## src/logic/pwmisc_pkg.sv

```systemverilog
// Package for the PWM generator interrupt status and control block
package pwmisc_pkg;
	localparam int unsigned ADDR_W = 4;
	localparam int unsigned DATA_W = 16;
	localparam logic [ADDR_W-1:0] OFS_CONTROL = 4'h0;
	localparam logic [ADDR_W-1:0] OFS_OUT_SEL7 = 4'h1;
	localparam logic [ADDR_W-1:0] OFS_IRQ_STATUS = 4'h2;
	localparam logic [ADDR_W-1:0] OFS_IRQ_MASK = 4'h3;
	localparam int unsigned BIT_FLT_PEND = 15;
	localparam int unsigned BIT_CL_PEND = 14;
	localparam int unsigned BIT_TRG_PEND = 13;
	localparam int unsigned BIT_FLT_EN = 12;
	localparam int unsigned BIT_CL_EN = 11;
	localparam int unsigned BIT_TRG_EN = 10;
	localparam logic [DATA_W-1:0] CONTROL_WMASK = 16'h1ff7;
	localparam logic [DATA_W-1:0] OUT_SEL7_WMASK = 16'h3f00;
	localparam logic [DATA_W-1:0] RESET_VALUE = 16'h0000;
	localparam int unsigned EVENT_W = 3;
	localparam logic [EVENT_W-1:0] EVENT_ZERO = 3'h0;

	// One request from the register port
	typedef struct packed {
		logic [ADDR_W-1:0] addr;
		logic [DATA_W-1:0] wdata;
		logic wr;
		logic rd;
	} pwmisc_req_t;

	// Event group, ordered fault, current limit, trigger
	typedef struct packed {
		logic fault;
		logic current_limit;
		logic trigger;
	} pwmisc_event_t;
endpackage

```

## src/logic/pwmisc_top.sv

```systemverilog
// PWM generator control register with interrupt status and enables
// Functional notes
// - Fault pending flag sits in bit 15, set while a fault is pending.
// - Fault enable bit 12 allows fault interrupts; writing 0 clears flag.
// - Current-limit pending flag in bit 14 shows pending current-limit.
// - Writing current-limit enable to 0 clears its pending flag.
// - Trigger pending flag in bit 13 shows pending trigger interrupt.
// - Writing trigger enable to 0 clears its pending flag.
// - Current-limit enable at 1 allows, at 0 blocks those interrupts.
`timescale 1ns/1ps
module pwmisc_top (
	input wire logic sys_clk_in,
	input wire logic reset_n_in,
	input wire pwmisc_pkg::pwmisc_req_t req_in,
	output logic [pwmisc_pkg::DATA_W-1:0] rdata_out,
	input wire pwmisc_pkg::pwmisc_event_t event_in,
	output logic [5:0] remap_pin_output_function_out,
	output logic [pwmisc_pkg::DATA_W-1:0] pwm_generator_control_out,
	output logic pwm_irq_out,
	output logic irq_out
);
	import pwmisc_pkg::*;

	////////////////////////////////////////////////////////////////////
	// Registers and wires
	logic [DATA_W-1:0] control;
	logic [DATA_W-1:0] out_sel7;
	logic [EVENT_W-1:0] irq_status;
	logic [EVENT_W-1:0] irq_mask;
	logic [DATA_W-1:0] rdata;
	logic [DATA_W-1:0] next_rdata;
	logic [EVENT_W-1:0] pend;
	logic [EVENT_W-1:0] enables;
	logic [EVENT_W-1:0] clears;
	logic [EVENT_W-1:0] raw_events;
	logic [EVENT_W-1:0] rise;
	logic [EVENT_W-1:0] pend_d;
	logic [EVENT_W-1:0] status_w1c;
	logic wr_control;
	logic wr_sel7;
	logic wr_status;
	logic wr_mask;
	logic [DATA_W-1:0] control_view;

	// Address decode for the write strobe
	assign wr_control = req_in.wr & (req_in.addr == OFS_CONTROL);
	assign wr_sel7 = req_in.wr & (req_in.addr == OFS_OUT_SEL7);
	assign wr_status = req_in.wr & (req_in.addr == OFS_IRQ_STATUS);
	assign wr_mask = req_in.wr & (req_in.addr == OFS_IRQ_MASK);

	////////////////////////////////////////////////////////////////////
	// Enables come from the stored control word
	assign enables = {control[BIT_FLT_EN], control[BIT_CL_EN],
		control[BIT_TRG_EN]};
	assign raw_events = {event_in.fault, event_in.current_limit,
		event_in.trigger};

	// A write that leaves an enable at zero clears its flag
	assign clears[2] = wr_control & ~req_in.wdata[BIT_FLT_EN];
	assign clears[1] = wr_control & ~req_in.wdata[BIT_CL_EN];
	assign clears[0] = wr_control & ~req_in.wdata[BIT_TRG_EN];

	// Pending flags, one instance each, ordered fault, limit, trigger
	genvar gi;
	generate
		for (gi = 0; gi < EVENT_W; gi++) begin : g_flag
			pwmisc_flag u_flag (
				.sys_clk_in(sys_clk_in),
				.reset_n_in(reset_n_in),
				.event_in(raw_events[gi]),
				.enable_in(enables[gi]),
				.clear_in(clears[gi]),
				.pending_out(pend[gi])
			);
		end
	endgenerate

	////////////////////////////////////////////////////////////////////
	// Control view: flags replace the stored top bits on read
	assign control_view = {pend[2], pend[1], pend[0],
		control[BIT_FLT_EN:0]};

	// Control and pin select storage; flag bits are not writable
	always_ff @(posedge sys_clk_in) begin
		if (!reset_n_in) begin
			control <= RESET_VALUE;
			out_sel7 <= RESET_VALUE;
		end else begin
			if (wr_control) begin
				control <= req_in.wdata & CONTROL_WMASK;
			end
			if (wr_sel7) begin
				out_sel7 <= req_in.wdata & OUT_SEL7_WMASK;
			end
		end
	end

	////////////////////////////////////////////////////////////////////
	// Sticky status sees a rising pending flag; set wins over clear
	assign rise = pend & ~pend_d;
	assign status_w1c = wr_status ? req_in.wdata[EVENT_W-1:0] : EVENT_ZERO;

	// Status, mask and edge history
	always_ff @(posedge sys_clk_in) begin
		if (!reset_n_in) begin
			irq_status <= EVENT_ZERO;
			irq_mask <= EVENT_ZERO;
			pend_d <= EVENT_ZERO;
		end else begin
			pend_d <= pend;
			irq_status <= rise | (irq_status & ~status_w1c);
			if (wr_mask) begin
				irq_mask <= req_in.wdata[EVENT_W-1:0];
			end
		end
	end

	////////////////////////////////////////////////////////////////////
	// Read mux; unmapped addresses read zero
	always_comb begin
		next_rdata = RESET_VALUE;
		unique case (req_in.addr)
			OFS_CONTROL: next_rdata = control_view;
			OFS_OUT_SEL7: next_rdata = out_sel7;
			OFS_IRQ_STATUS: next_rdata = {13'h0000, irq_status};
			OFS_IRQ_MASK: next_rdata = {13'h0000, irq_mask};
			default: next_rdata = RESET_VALUE;
		endcase
	end

	// Read data registered, valid only the cycle after the strobe
	always_ff @(posedge sys_clk_in) begin
		if (!reset_n_in) begin
			rdata <= RESET_VALUE;
		end else begin
			rdata <= req_in.rd ? next_rdata : RESET_VALUE;
		end
	end

	////////////////////////////////////////////////////////////////////
	// Outputs
	assign rdata_out = rdata;
	assign remap_pin_output_function_out = out_sel7[13:8];
	assign pwm_generator_control_out = control_view;
	assign pwm_irq_out = |(pend & enables);
	assign irq_out = |(irq_status & irq_mask);
endmodule // pwmisc_top

```

## src/logic/pwmisc_flag.sv

```systemverilog
// One sticky pending flag with enable gating and clear on disable
`timescale 1ns/1ps
module pwmisc_flag (
	input wire logic sys_clk_in,
	input wire logic reset_n_in,
	input wire logic event_in,
	input wire logic enable_in,
	input wire logic clear_in,
	output logic pending_out
);
	import pwmisc_pkg::*;
	logic pending;
	logic next_pending;

	// Set wins over clear so an event in the clearing cycle survives
	assign next_pending = (event_in & enable_in) | (pending & ~clear_in);
	assign pending_out = pending;

	// Flag register, zero after reset
	always_ff @(posedge sys_clk_in) begin
		if (!reset_n_in) begin
			pending <= 1'b0;
		end else begin
			pending <= next_pending;
		end
	end
endmodule // pwmisc_flag

```

## config.mk

```make
export PLATFORM = sky130hd
export DESIGN_NAME = pwmisc_top
export DESIGN_NICKNAME = d
export VERILOG_FILES = /design/src/logic/pwmisc_pkg.sv /design/src/logic/pwmisc_top.sv /design/src/logic/pwmisc_flag.sv
export SDC_FILE = /design/constraint.sdc
export NUM_CORES = 1
export LEC_CHECK = 0
export ABC_AREA = 1
export BUFFER_PORTS_ARGS = -buffer_cell sky130_fd_sc_hd__buf_4
export CORE_UTILIZATION = 45
export CTS_BUF_LIST = sky130_fd_sc_hd__clkbuf_8
export CTS_CLUSTER_DIAMETER = 40
export DETAILED_ROUTE_END_ITERATION = 8
export PLACE_DENSITY = 0.81
export SYNTH_ARGS = -nofsm -noshare
export SYNTH_HDL_FRONTEND = slang
export SYNTH_SLANG_ARGS = --single-unit
```

## constraint.sdc

```tcl
create_clock -name sys_clk_in -period 2.1 [get_ports sys_clk_in]
set_clock_uncertainty 0.1 [all_clocks]
set_input_delay 0.42 -clock sys_clk_in [delete_from_list [all_inputs] [get_ports sys_clk_in]]
set_output_delay 0.42 -clock sys_clk_in [all_outputs]
set_load 0.1 [all_outputs]
```

==> impl_metrics.json, run 1 <==
{
  "avgViaCountPerCell": 4.67,
  "vdd_drop_max_uv": 468,
  "numPlacedInstances": 364,
  "ctsHoldBuffers": 0,
  "cp-end-kind": "output port",
  "power_frac_comb_pct": 13.0,
  "crit_arrival_ps": 1270,
  "cellPowerDensity_nw_per_um2": 662,
  "chipWidth_um": 67.0,
  "detail-route-antenna-nets": 0,
  "crit_chain": "inv_1 > o221ai_2 > buf_4",
  "grt_max_degree": 31,
  "cts_tree": "yes",
  "syn_inst": 266,
  "synthSimpleGateAreaFrac_pct": 35.2,
  "p_clk_share_pct": 32.6,
  "synth_top_family_by_area": "simple AND/OR/NAND/NOR gates",
  "grt-ovfl-total": 0,
  "hold_path.class": "input pin to register",
  "ys_ff_latch": 45,
  "ys_types": 21,
  "ios": 67,
  "fin_crit_ps": 1790,
  "wire_per_inst_um": 11.3,
  "power.switching_uw": 452,
  "crit_fanout": 4,
  "die_area_sq_um": 4490,
  "gp_congestion": 0.827,
  "synth_adder_area_share_pct": 0,
  "cts_sinks": 45,
  "layout-drive-gt1-share_pct": 24.8,
  "hpwl_um": 3070,
  "setup_viol": 0,
  "cts_made_buffers": 5,
  "ys_warn_count": 0,
  "wl_um": 4220,
  "clockRootBuffer": "clkbuf_8",
  "clockBufferDepth": 2,
  "cp_slowest_stage_delay_ps": 410,
  "leakage_nw": 1.28,
  "setup_tns_ps": 0,
  "core_area_sq_um": 4030,
  "clkSlewWorstSetupHoldPaths_ps": 80,
  "drc": 0,
  "grt_pass1_wl_um": 6780,
  "cts_setup_buffers": 0,
  "finalPower_mw": 1.60,
  "grt_usage_pct": 19.9,
  "fin_crit_sh_pct": 85.0,
  "cts_resized": 0,
  "dr.pass1.iters": 4,
  "start_util_pct": 47.2,
  "internal_power_mw": 1.15,
  "drtIter0Drc": 143,
  "critical_path_class": "register to output port",
  "route.vias.total": 1738,
  "fillers": 377,
  "instances_no_fill": 372,
  "numPortBuffers": 61,
  "rows": 23,
  "hold_viol_final": 0,
  "synth_xor_area_share_pct": 0,
  "cp_slowest_cell": "dfxtp_1",
  "syn_area_per_cell_sq_um": 7.15,
  "status": "finished clean",
  "ctsHtreeMaxLevel": 2,
  "insertion_delay_ps": 290,
  "grt_setup_unrepaired": "no",
  "drv_cap": 0,
  "p_seq_share_pct": 54.4,
  "area_delta_synth_final_pct": 27.4,
  "fin_nets": 348,
  "p_sw_share_pct": 28.2,
  "fin_util_pct": 60.2,
  "slew_violations": 0,
  "grt_pass1_vias": 1537,
  "worst_ep_required_time_ps": 1580,
  "syn_area_sq_um": 1900,
  "synth-seq-area-share_pct": 47.4,
  "max_freq_mhz": 560,
  "start_kind": "register",
  "synth_mux_area_share_pct": 0,
  "hold_slack_ps": 248,
  "antenna_cells": 0,
  "synth_compound_area_share_pct": 3.36,
  "antenna_found_initial": 0,
  "die_h_um": 67.0
}
==> cell families after synthesis <==
kind of cell    count (synthesis)
simple gates                  152
buf+inv                        56
flops                          45
compound gates                 12
other cells                     1
==> per-layer routing <==
metal	part of all wire, %	global-route usage (%)
met5	0	0
met4	0.50	3.46
met3	7.3	6.68
met2	48	33.8
met1	44	24.4
==> cells in the mapped netlist (all sizes together) <==
| library cell | number | area share, % |
|---|---|---|
| nor2 | 45 | 10 |
| buf | 14 | 5.1 |
| nand2 | 72 | 14 |
| conb | 1 | 0.20 |
| dfxtp | 45 | 47 |
| nor3 | 6 | 1.6 |
| inv | 39 | 7.7 |
| nand3 | 25 | 7.9 |
| o21ai | 5 | 1.3 |
| nand4 | 4 | 1.3 |
| clkbuf | 3 | 1.1 |
| o221ai | 1 | 0.46 |
| a21oi | 6 | 1.6 |
==> through the flow <==
| step | setup slack [ps] | cell area, sq um |
|---|---|---|
| detailed placement | 456 | 2340 |
| global route | 237 | 2420 |
| floorplan | 263 | 1910 |
| finish | 315 | 2420 |
| CTS | 295 | 2420 |
| global placement | 459 | 2340 |
==> worst max-delay path, delay by kind of cell, from the launching register on <==
kind	cells	cell delay, ps
buffers and inverters	2	410
AO/OA/AOI/OAI	1	160
flip-flops	1	410
==> area by class of cell <==
cell class | count | area [sq um] | share of cell area, %
Clock buffer | 5 | 68.8 | 2.84
Clock inverter | 3 | 17.5 | 0.723
Inverter | 39 | 146 | 6.04
Multi-Input combinational cell | 166 | 747 | 30.8
Sequential cell | 45 | 901 | 37.2
Tap cell | 50 | 62.6 | 2.58
Timing Repair Buffer | 64 | 480 | 19.8
==> sequential cells by signal (all words and copies together), names as in the netlist <==
| register | count |
|---|---|
| rdata_out | 15 |
| g_flag.u_flag.pending_out | 3 |
| pend_d | 3 |
| irq_status | 3 |
| out_sel7 | 6 |
| irq_mask | 3 |
| control | 12 |
==> cell usage in the layout (no fill, tap or decap), types with 4 or more instances in the layout <==
master	count
buf_4	64
nor2_1	42
nor3_1	6
nand4_1	4
clkbuf_8	5
nand3_1	23
a21oi_1	6
dfxtp_1	45
inv_1	38
nand2_1	71
==> power by group through the flow <==
stage	sequential [mW]	combinational, mW	clock, mW
floorplan	0.939	0.0967	0
detailed placement	0.893	0.208	0
global placement	0.893	0.206	0
CTS	0.873	0.209	0.531
global route	0.875	0.224	0.565
finish	0.873	0.208	0.522
==> worst paths after layout <==
check	from	end	slack [ps]	depth (start not counted)
max	control[11]$_SDFFE_PN0P_	pwm_irq_out	310	3
max reg2reg	control[11]$_SDFFE_PN0P_	control[11]$_SDFFE_PN0P_	1230	4
min	event_in[1]	g_flag[1].u_flag.pending_out$_SDFF_PN0_	250	3
min reg2reg	pend_d[0]$_SDFF_PN0_	irq_status[0]$_SDFF_PN0_	320	1
No activity file was read; power rests on OpenSTA's default activity.
==> inputs of run 2 (changes only) <==
--- a/config.mk
+++ b/config.mk
@@ -11,6 +11,8 @@
 export CTS_BUF_LIST = sky130_fd_sc_hd__clkbuf_8
 export CTS_CLUSTER_DIAMETER = 40
 export DETAILED_ROUTE_END_ITERATION = 8
+export GPL_ROUTABILITY_DRIVEN = 0
+export MAX_ROUTING_LAYER = met4
 export PLACE_DENSITY = 0.81
 export SYNTH_ARGS = -nofsm -noshare
 export SYNTH_HDL_FRONTEND = slang
==> run 2 against run 1 <==
Critical path depth is the same; sequential cell count is the same; die area is the same; worst hold slack is essentially flat; global-route usage grew 0.53 points; core utilization is the same.
==> impl_metrics.json, run 2 (synthesized netlist as in run 1, its figures left out) <==
{
  "cts_resized": 0,
  "r2r_end": "control[11]$_SDFFE_PN0P_",
  "start_kind": "register",
  "start_util_pct": 47.2,
  "max_freq_mhz": 560,
  "avgViaCountPerCell": 4.68,
  "area_delta_synth_final_pct": 27.4,
  "power_frac_comb_pct": 13.0,
  "clockBufferDepth": 2,
  "wl_met1_um": 1850,
  "fin_crit_sh_pct": 85.0,
  "fin_nets": 348,
  "layout-drive-gt1-share_pct": 24.8,
  "p_seq_share_pct": 54.4,
  "insertion_delay_ps": 290,
  "reg2reg_depth": 4,
  "p_sw_share_pct": 28.2,
  "fillers": 377,
  "clkSlewWorstSetupHoldPaths_ps": 80,
  "hold_viol_final": 0,
  "antenna_cells": 0,
  "multi_input_area_sq_um": 747,
  "setup_tns_ps": 0,
  "cp-end-kind": "output port",
  "slew_violations": 0,
  "regToRegStartpoint": "control[11]$_SDFFE_PN0P_",
  "power.switching_uw": 452,
  "worst_ep_required_time_ps": 1580,
  "drtIter0Drc": 143,
  "register_area_sq_um": 901,
  "vdd_drop_max_uv": 468,
  "chipWidth_um": 67.0,
  "mostFrequentLayoutCell": "nand2_1",
  "wl_um": 4220,
  "hold_path.class": "input pin to register",
  "worst_hold_startpoint": "event_in[1]",
  "cts_tree": "yes",
  "ios": 67,
  "ctsHtreeMaxLevel": 2,
  "setup_viol": 0,
  "grt_usage_pct": 20.5,
  "numPlacedInstances": 364,
  "cts_setup_buffers": 0,
  "crit_fanout": 4,
  "final_cell_mix": "nand2_1 (71), buf_4 (64), dfxtp_1 (45), nor2_1 (42), inv_1 (38)",
  "status": "finished clean",
  "dr.pass1.iters": 4,
  "met3_length_um": 296,
  "cp-startpoint": "control[11]$_SDFFE_PN0P_",
  "internal_power_mw": 1.15,
  "instances_no_fill": 372,
  "grt-ovfl-total": 0,
  "ctsHoldBuffers": 0,
  "crit_arrival_ps": 1270,
  "fin_crit_ps": 1790,
  "grt_max_degree": 31,
  "largest_reg_flops": 15,
  "p_clk_share_pct": 32.6,
  "die_h_um": 67.0,
  "routed.top_layer": "met4",
  "worstHoldPathCells": 3,
  "grt_pass1_wl_um": 6770,
  "cellPowerDensity_nw_per_um2": 662,
  "grt_setup_unrepaired": "no",
  "grt_pass1_vias": 1538,
  "core_area_sq_um": 4030,
  "drv_cap": 0,
  "regToRegSetupSlack_ps": 1230,
  "wire_per_inst_um": 11.3,
  "crit_path_end": "pwm_irq_out",
  "leakage_nw": 1.28,
  "detail-route-antenna-nets": 0,
  "numPortBuffers": 61,
  "antenna_found_initial": 0,
  "hpwl_um": 3070,
  "route.vias.total": 1740,
  "rows": 23,
  "clockRootBuffer": "clkbuf_8",
  "die_area_sq_um": 4490,
  "cts_made_buffers": 5,
  "critical_path_class": "register to output port",
  "drc": 0,
  "met2_length_um": 2050,
  "cts_sinks": 45
}
[run 2: cell counts in the layout (fill, tap and decap cells not counted)]
No cell type changed its count.
[run 2: layout make-up]
type	count	area share [%]
Sequential cell	45	37.2
Inverter	39	6.04
Clock inverter	3	0.723
Timing Repair Buffer	64	19.8
Clock buffer	5	2.84
Tap cell	50	2.58
Multi-Input combinational cell	166	30.8
[run 2: how the worst min path moves through the flow]
stage	slack, ps	endpoint
2_1_floorplan	300	irq_status[1]$_SDFF_PN0_
3_3_place_gp	300	irq_status[2]$_SDFF_PN0_
3_5_place_dp	310	irq_status[0]$_SDFF_PN0_
4_1_cts	240	control[4]$_SDFFE_PN0P_
5_1_grt	240	control[4]$_SDFFE_PN0P_
6_report	250	g_flag[1].u_flag.pending_out$_SDFF_PN0_
[run 2: power by group through the flow]
stage                     Clock, mW  Combinational (mW)  Sequential (mW)
after global placement            0               0.206            0.893
after CTS                     0.531               0.209            0.873
after global routing          0.565               0.224            0.875
final                         0.522               0.208            0.873
after detailed placement          0               0.208            0.893
after floorplan                   0              0.0967            0.939
[run 2: worst max-delay path, stage by stage (launching register included)]
cell and delay [ps]:
dfxtp_1 410, inv_1 90, o221ai_2 160, buf_4 320
[run 2: routing by layer]
| layer | vias to the layer above | track usage (%) |
|---|---|---|
| met3 | 4 | 6.34 |
| met1 | 770 | 24.6 |
| met4 | 0 | 3.46 |
| met5 | - | - |
| li1 | 908 | - |
| met2 | 58 | 33.8 |
[run 2: through the flow]
step,setup slack (ps),total power [mW],utilization (%),area [sq um],hold slack [ps]
after global routing,237,1.66,60.2,2420,237
after floorplan,263,1.04,-,1910,299
after detailed placement,456,1.10,58.0,2340,311
final,315,1.60,60.2,2420,248
after global placement,459,1.10,58.0,2340,302
after CTS,295,1.61,60.2,2420,245
==> inputs of run 3 (changes only) <==
--- a/config.mk
+++ b/config.mk
@@ -13,7 +13,7 @@
 export DETAILED_ROUTE_END_ITERATION = 8
 export GPL_ROUTABILITY_DRIVEN = 0
 export MAX_ROUTING_LAYER = met4
-export PLACE_DENSITY = 0.81
+export PLACE_DENSITY_LB_ADDON = 0.1
 export SYNTH_ARGS = -nofsm -noshare
 export SYNTH_HDL_FRONTEND = slang
 export SYNTH_SLANG_ARGS = --single-unit
==> run 3 against run 2 <==
Setup slack lost 45 ps; non-clock buffer count up 1; critical path depth did not move; sequential power is essentially flat; die area is the same; worst hold slack got worse by 11 ps; clock power grew 33%; highest routed layer unchanged; combinational power about the same.
==> impl_metrics.json, run 3 (synthesized netlist as in run 1, its figures left out) <==
{
  "status": "finished clean",
  "setup_tns_ps": 0,
  "core_area_sq_um": 4030,
  "drc": 0,
  "antenna_found_initial": 0,
  "dr.pass1.iters": 4,
  "hold_viol_final": 0,
  "cts_tree": "yes",
  "regToRegStartpoint": "control[11]$_SDFFE_PN0P_",
  "die_area_sq_um": 4490,
  "cts_resized": 0,
  "ctsHtreeMaxLevel": 2,
  "finalWorstSetupSlack_ps": 270,
  "grt_usage_pct": 20.9,
  "final_area_sq_um": 2460,
  "multi_input_area_sq_um": 747,
  "insertion_delay_ps": 300,
  "start_util_pct": 47.2,
  "reg2reg_depth": 4,
  "detail-route-antenna-nets": 0,
  "register_area_sq_um": 901,
  "grt-ovfl-total": 0,
  "max_freq_mhz": 546,
  "crit_chain": "inv_1 > o221ai_2 > buf_4",
  "slew_violations": 0,
  "dpl-instance-area_sq_um": 2340,
  "hold_path_end": "out_sel7[13]$_SDFFE_PN0P_",
  "clockBufferDepth": 2,
  "antenna_cells": 0,
  "area_delta_synth_final_pct": 29.6,
  "layout-drive-gt1-share_pct": 25.1,
  "fin_crit_sh_pct": 87.2,
  "start_kind": "register",
  "clockRootBuffer": "clkbuf_8",
  "grt_pass1_vias": 1406,
  "fin_nets": 349,
  "avgViaCountPerCell": 4.60,
  "instances_no_fill": 373,
  "r2r_end": "control[11]$_SDFFE_PN0P_",
  "final_cell_mix": "nand2_1 (71), buf_4 (65), dfxtp_1 (45), nor2_1 (42), inv_1 (38)",
  "cp_slowest_cell": "dfxtp_1",
  "place_ws_ps": 518,
  "grt_max_degree": 31,
  "worst_hold_startpoint": "req_in[15]",
  "rows": 23,
  "worst_ep_required_time_ps": 1580,
  "fin_util_pct": 61.2,
  "mostFrequentLayoutCell": "nand2_1",
  "regToRegSetupSlack_ps": 1250,
  "drv_cap": 0,
  "clkSlewWorstSetupHoldPaths_ps": 90,
  "fillers": 386,
  "grt_pass1_wl_um": 6620,
  "setup_viol": 0,
  "drtIter0Drc": 87,
  "cts_made_buffers": 5,
  "wl_um": 4150,
  "cp_slowest_stage_delay_ps": 400,
  "fin_crit_ps": 1830,
  "cts_setup_buffers": 0,
  "leakage_nw": 1.30,
  "grt_setup_unrepaired": "no",
  "cellPowerDensity_nw_per_um2": 720,
  "ctsHoldBuffers": 0,
  "hpwl_um": 2920,
  "hold_path.class": "input pin to register",
  "critical_path_class": "register to output port",
  "crit_arrival_ps": 1310,
  "numPlacedInstances": 365,
  "cts_sinks": 45,
  "vdd_drop_max_uv": 363,
  "die_h_um": 67.0,
  "worstHoldPathCells": 3,
  "numPortBuffers": 61,
  "largest_reg_flops": 15,
  "chipWidth_um": 67.0,
  "crit_fanout": 4,
  "wire_per_inst_um": 11.1,
  "ios": 67,
  "route.vias.total": 1715,
  "cp-end-kind": "output port"
}
[run 3: changes by cell type in the layout (fill, tap and decap cells not counted)]
cell / before / now
clkinv_2: 2 / 0
buf_4: 64 / 65
bufinv_16: 0 / 1
clkbuf_8: 5 / 6
[run 3: worst max path at each step]
stage	endpoint	slack, ps	startpoint
after global routing	pwm_irq_out	190	control[12]$_SDFFE_PN0P_
after global placement	g_flag[0].u_flag.pending_out$_SDFF_PN0_	540	req_in[18]
final	pwm_irq_out	270	control[12]$_SDFFE_PN0P_
after floorplan	pwm_irq_out	260	control[11]$_SDFFE_PN0P_
after detailed placement	irq_mask[0]$_SDFFE_PN0P_	520	req_in[21]
after CTS	pwm_irq_out	270	control[12]$_SDFFE_PN0P_
[run 3: report_power, final]
| group | leakage (nW) | switching, mW | internal (mW) |
|---|---|---|---|
| registers | 0.363 | 0.00889 | 0.864 |
| logic | 0.879 | 0.152 | 0.0586 |
| clock network | 0.0574 | 0.305 | 0.387 |
[run 3: critical path, delay by kind of cell, from the launching register on]
| family | cells | cell delay (ps) |
|---|---|---|
| buffers and inverters | 2 | 410 |
| DFF | 1 | 400 |
| AOI/OAI and AO/OA | 1 | 200 |
[run 3: per-layer routing]
| metal | vias to the layer above | GRT usage [%] | wire [um] |
|---|---|---|---|
| met5 | - | - | 0 |
| met4 | 0 | 7.18 | 54 |
| met3 | 5 | 6.85 | 307 |
| met2 | 65 | 29.6 | 1870 |
| met1 | 737 | 27.7 | 1920 |
| li1 | 908 | - | - |
[run 3: cell type report]
class,count,area share [%]
Clock buffer,6,3.35
Clock inverter,2,1.52
Inverter,39,5.94
Multi-Input combinational cell,166,30.3
Sequential cell,45,36.5
Tap cell,50,2.54
Timing Repair Buffer,65,19.8
[run 3: metrics by stage]
step / hold slack, ps / power, mW
final: 237 / 1.78
after global routing: 233 / 1.84
after CTS: 235 / 1.78
after detailed placement: 313 / 1.10
after global placement: 301 / 1.10
after floorplan: 299 / 1.04
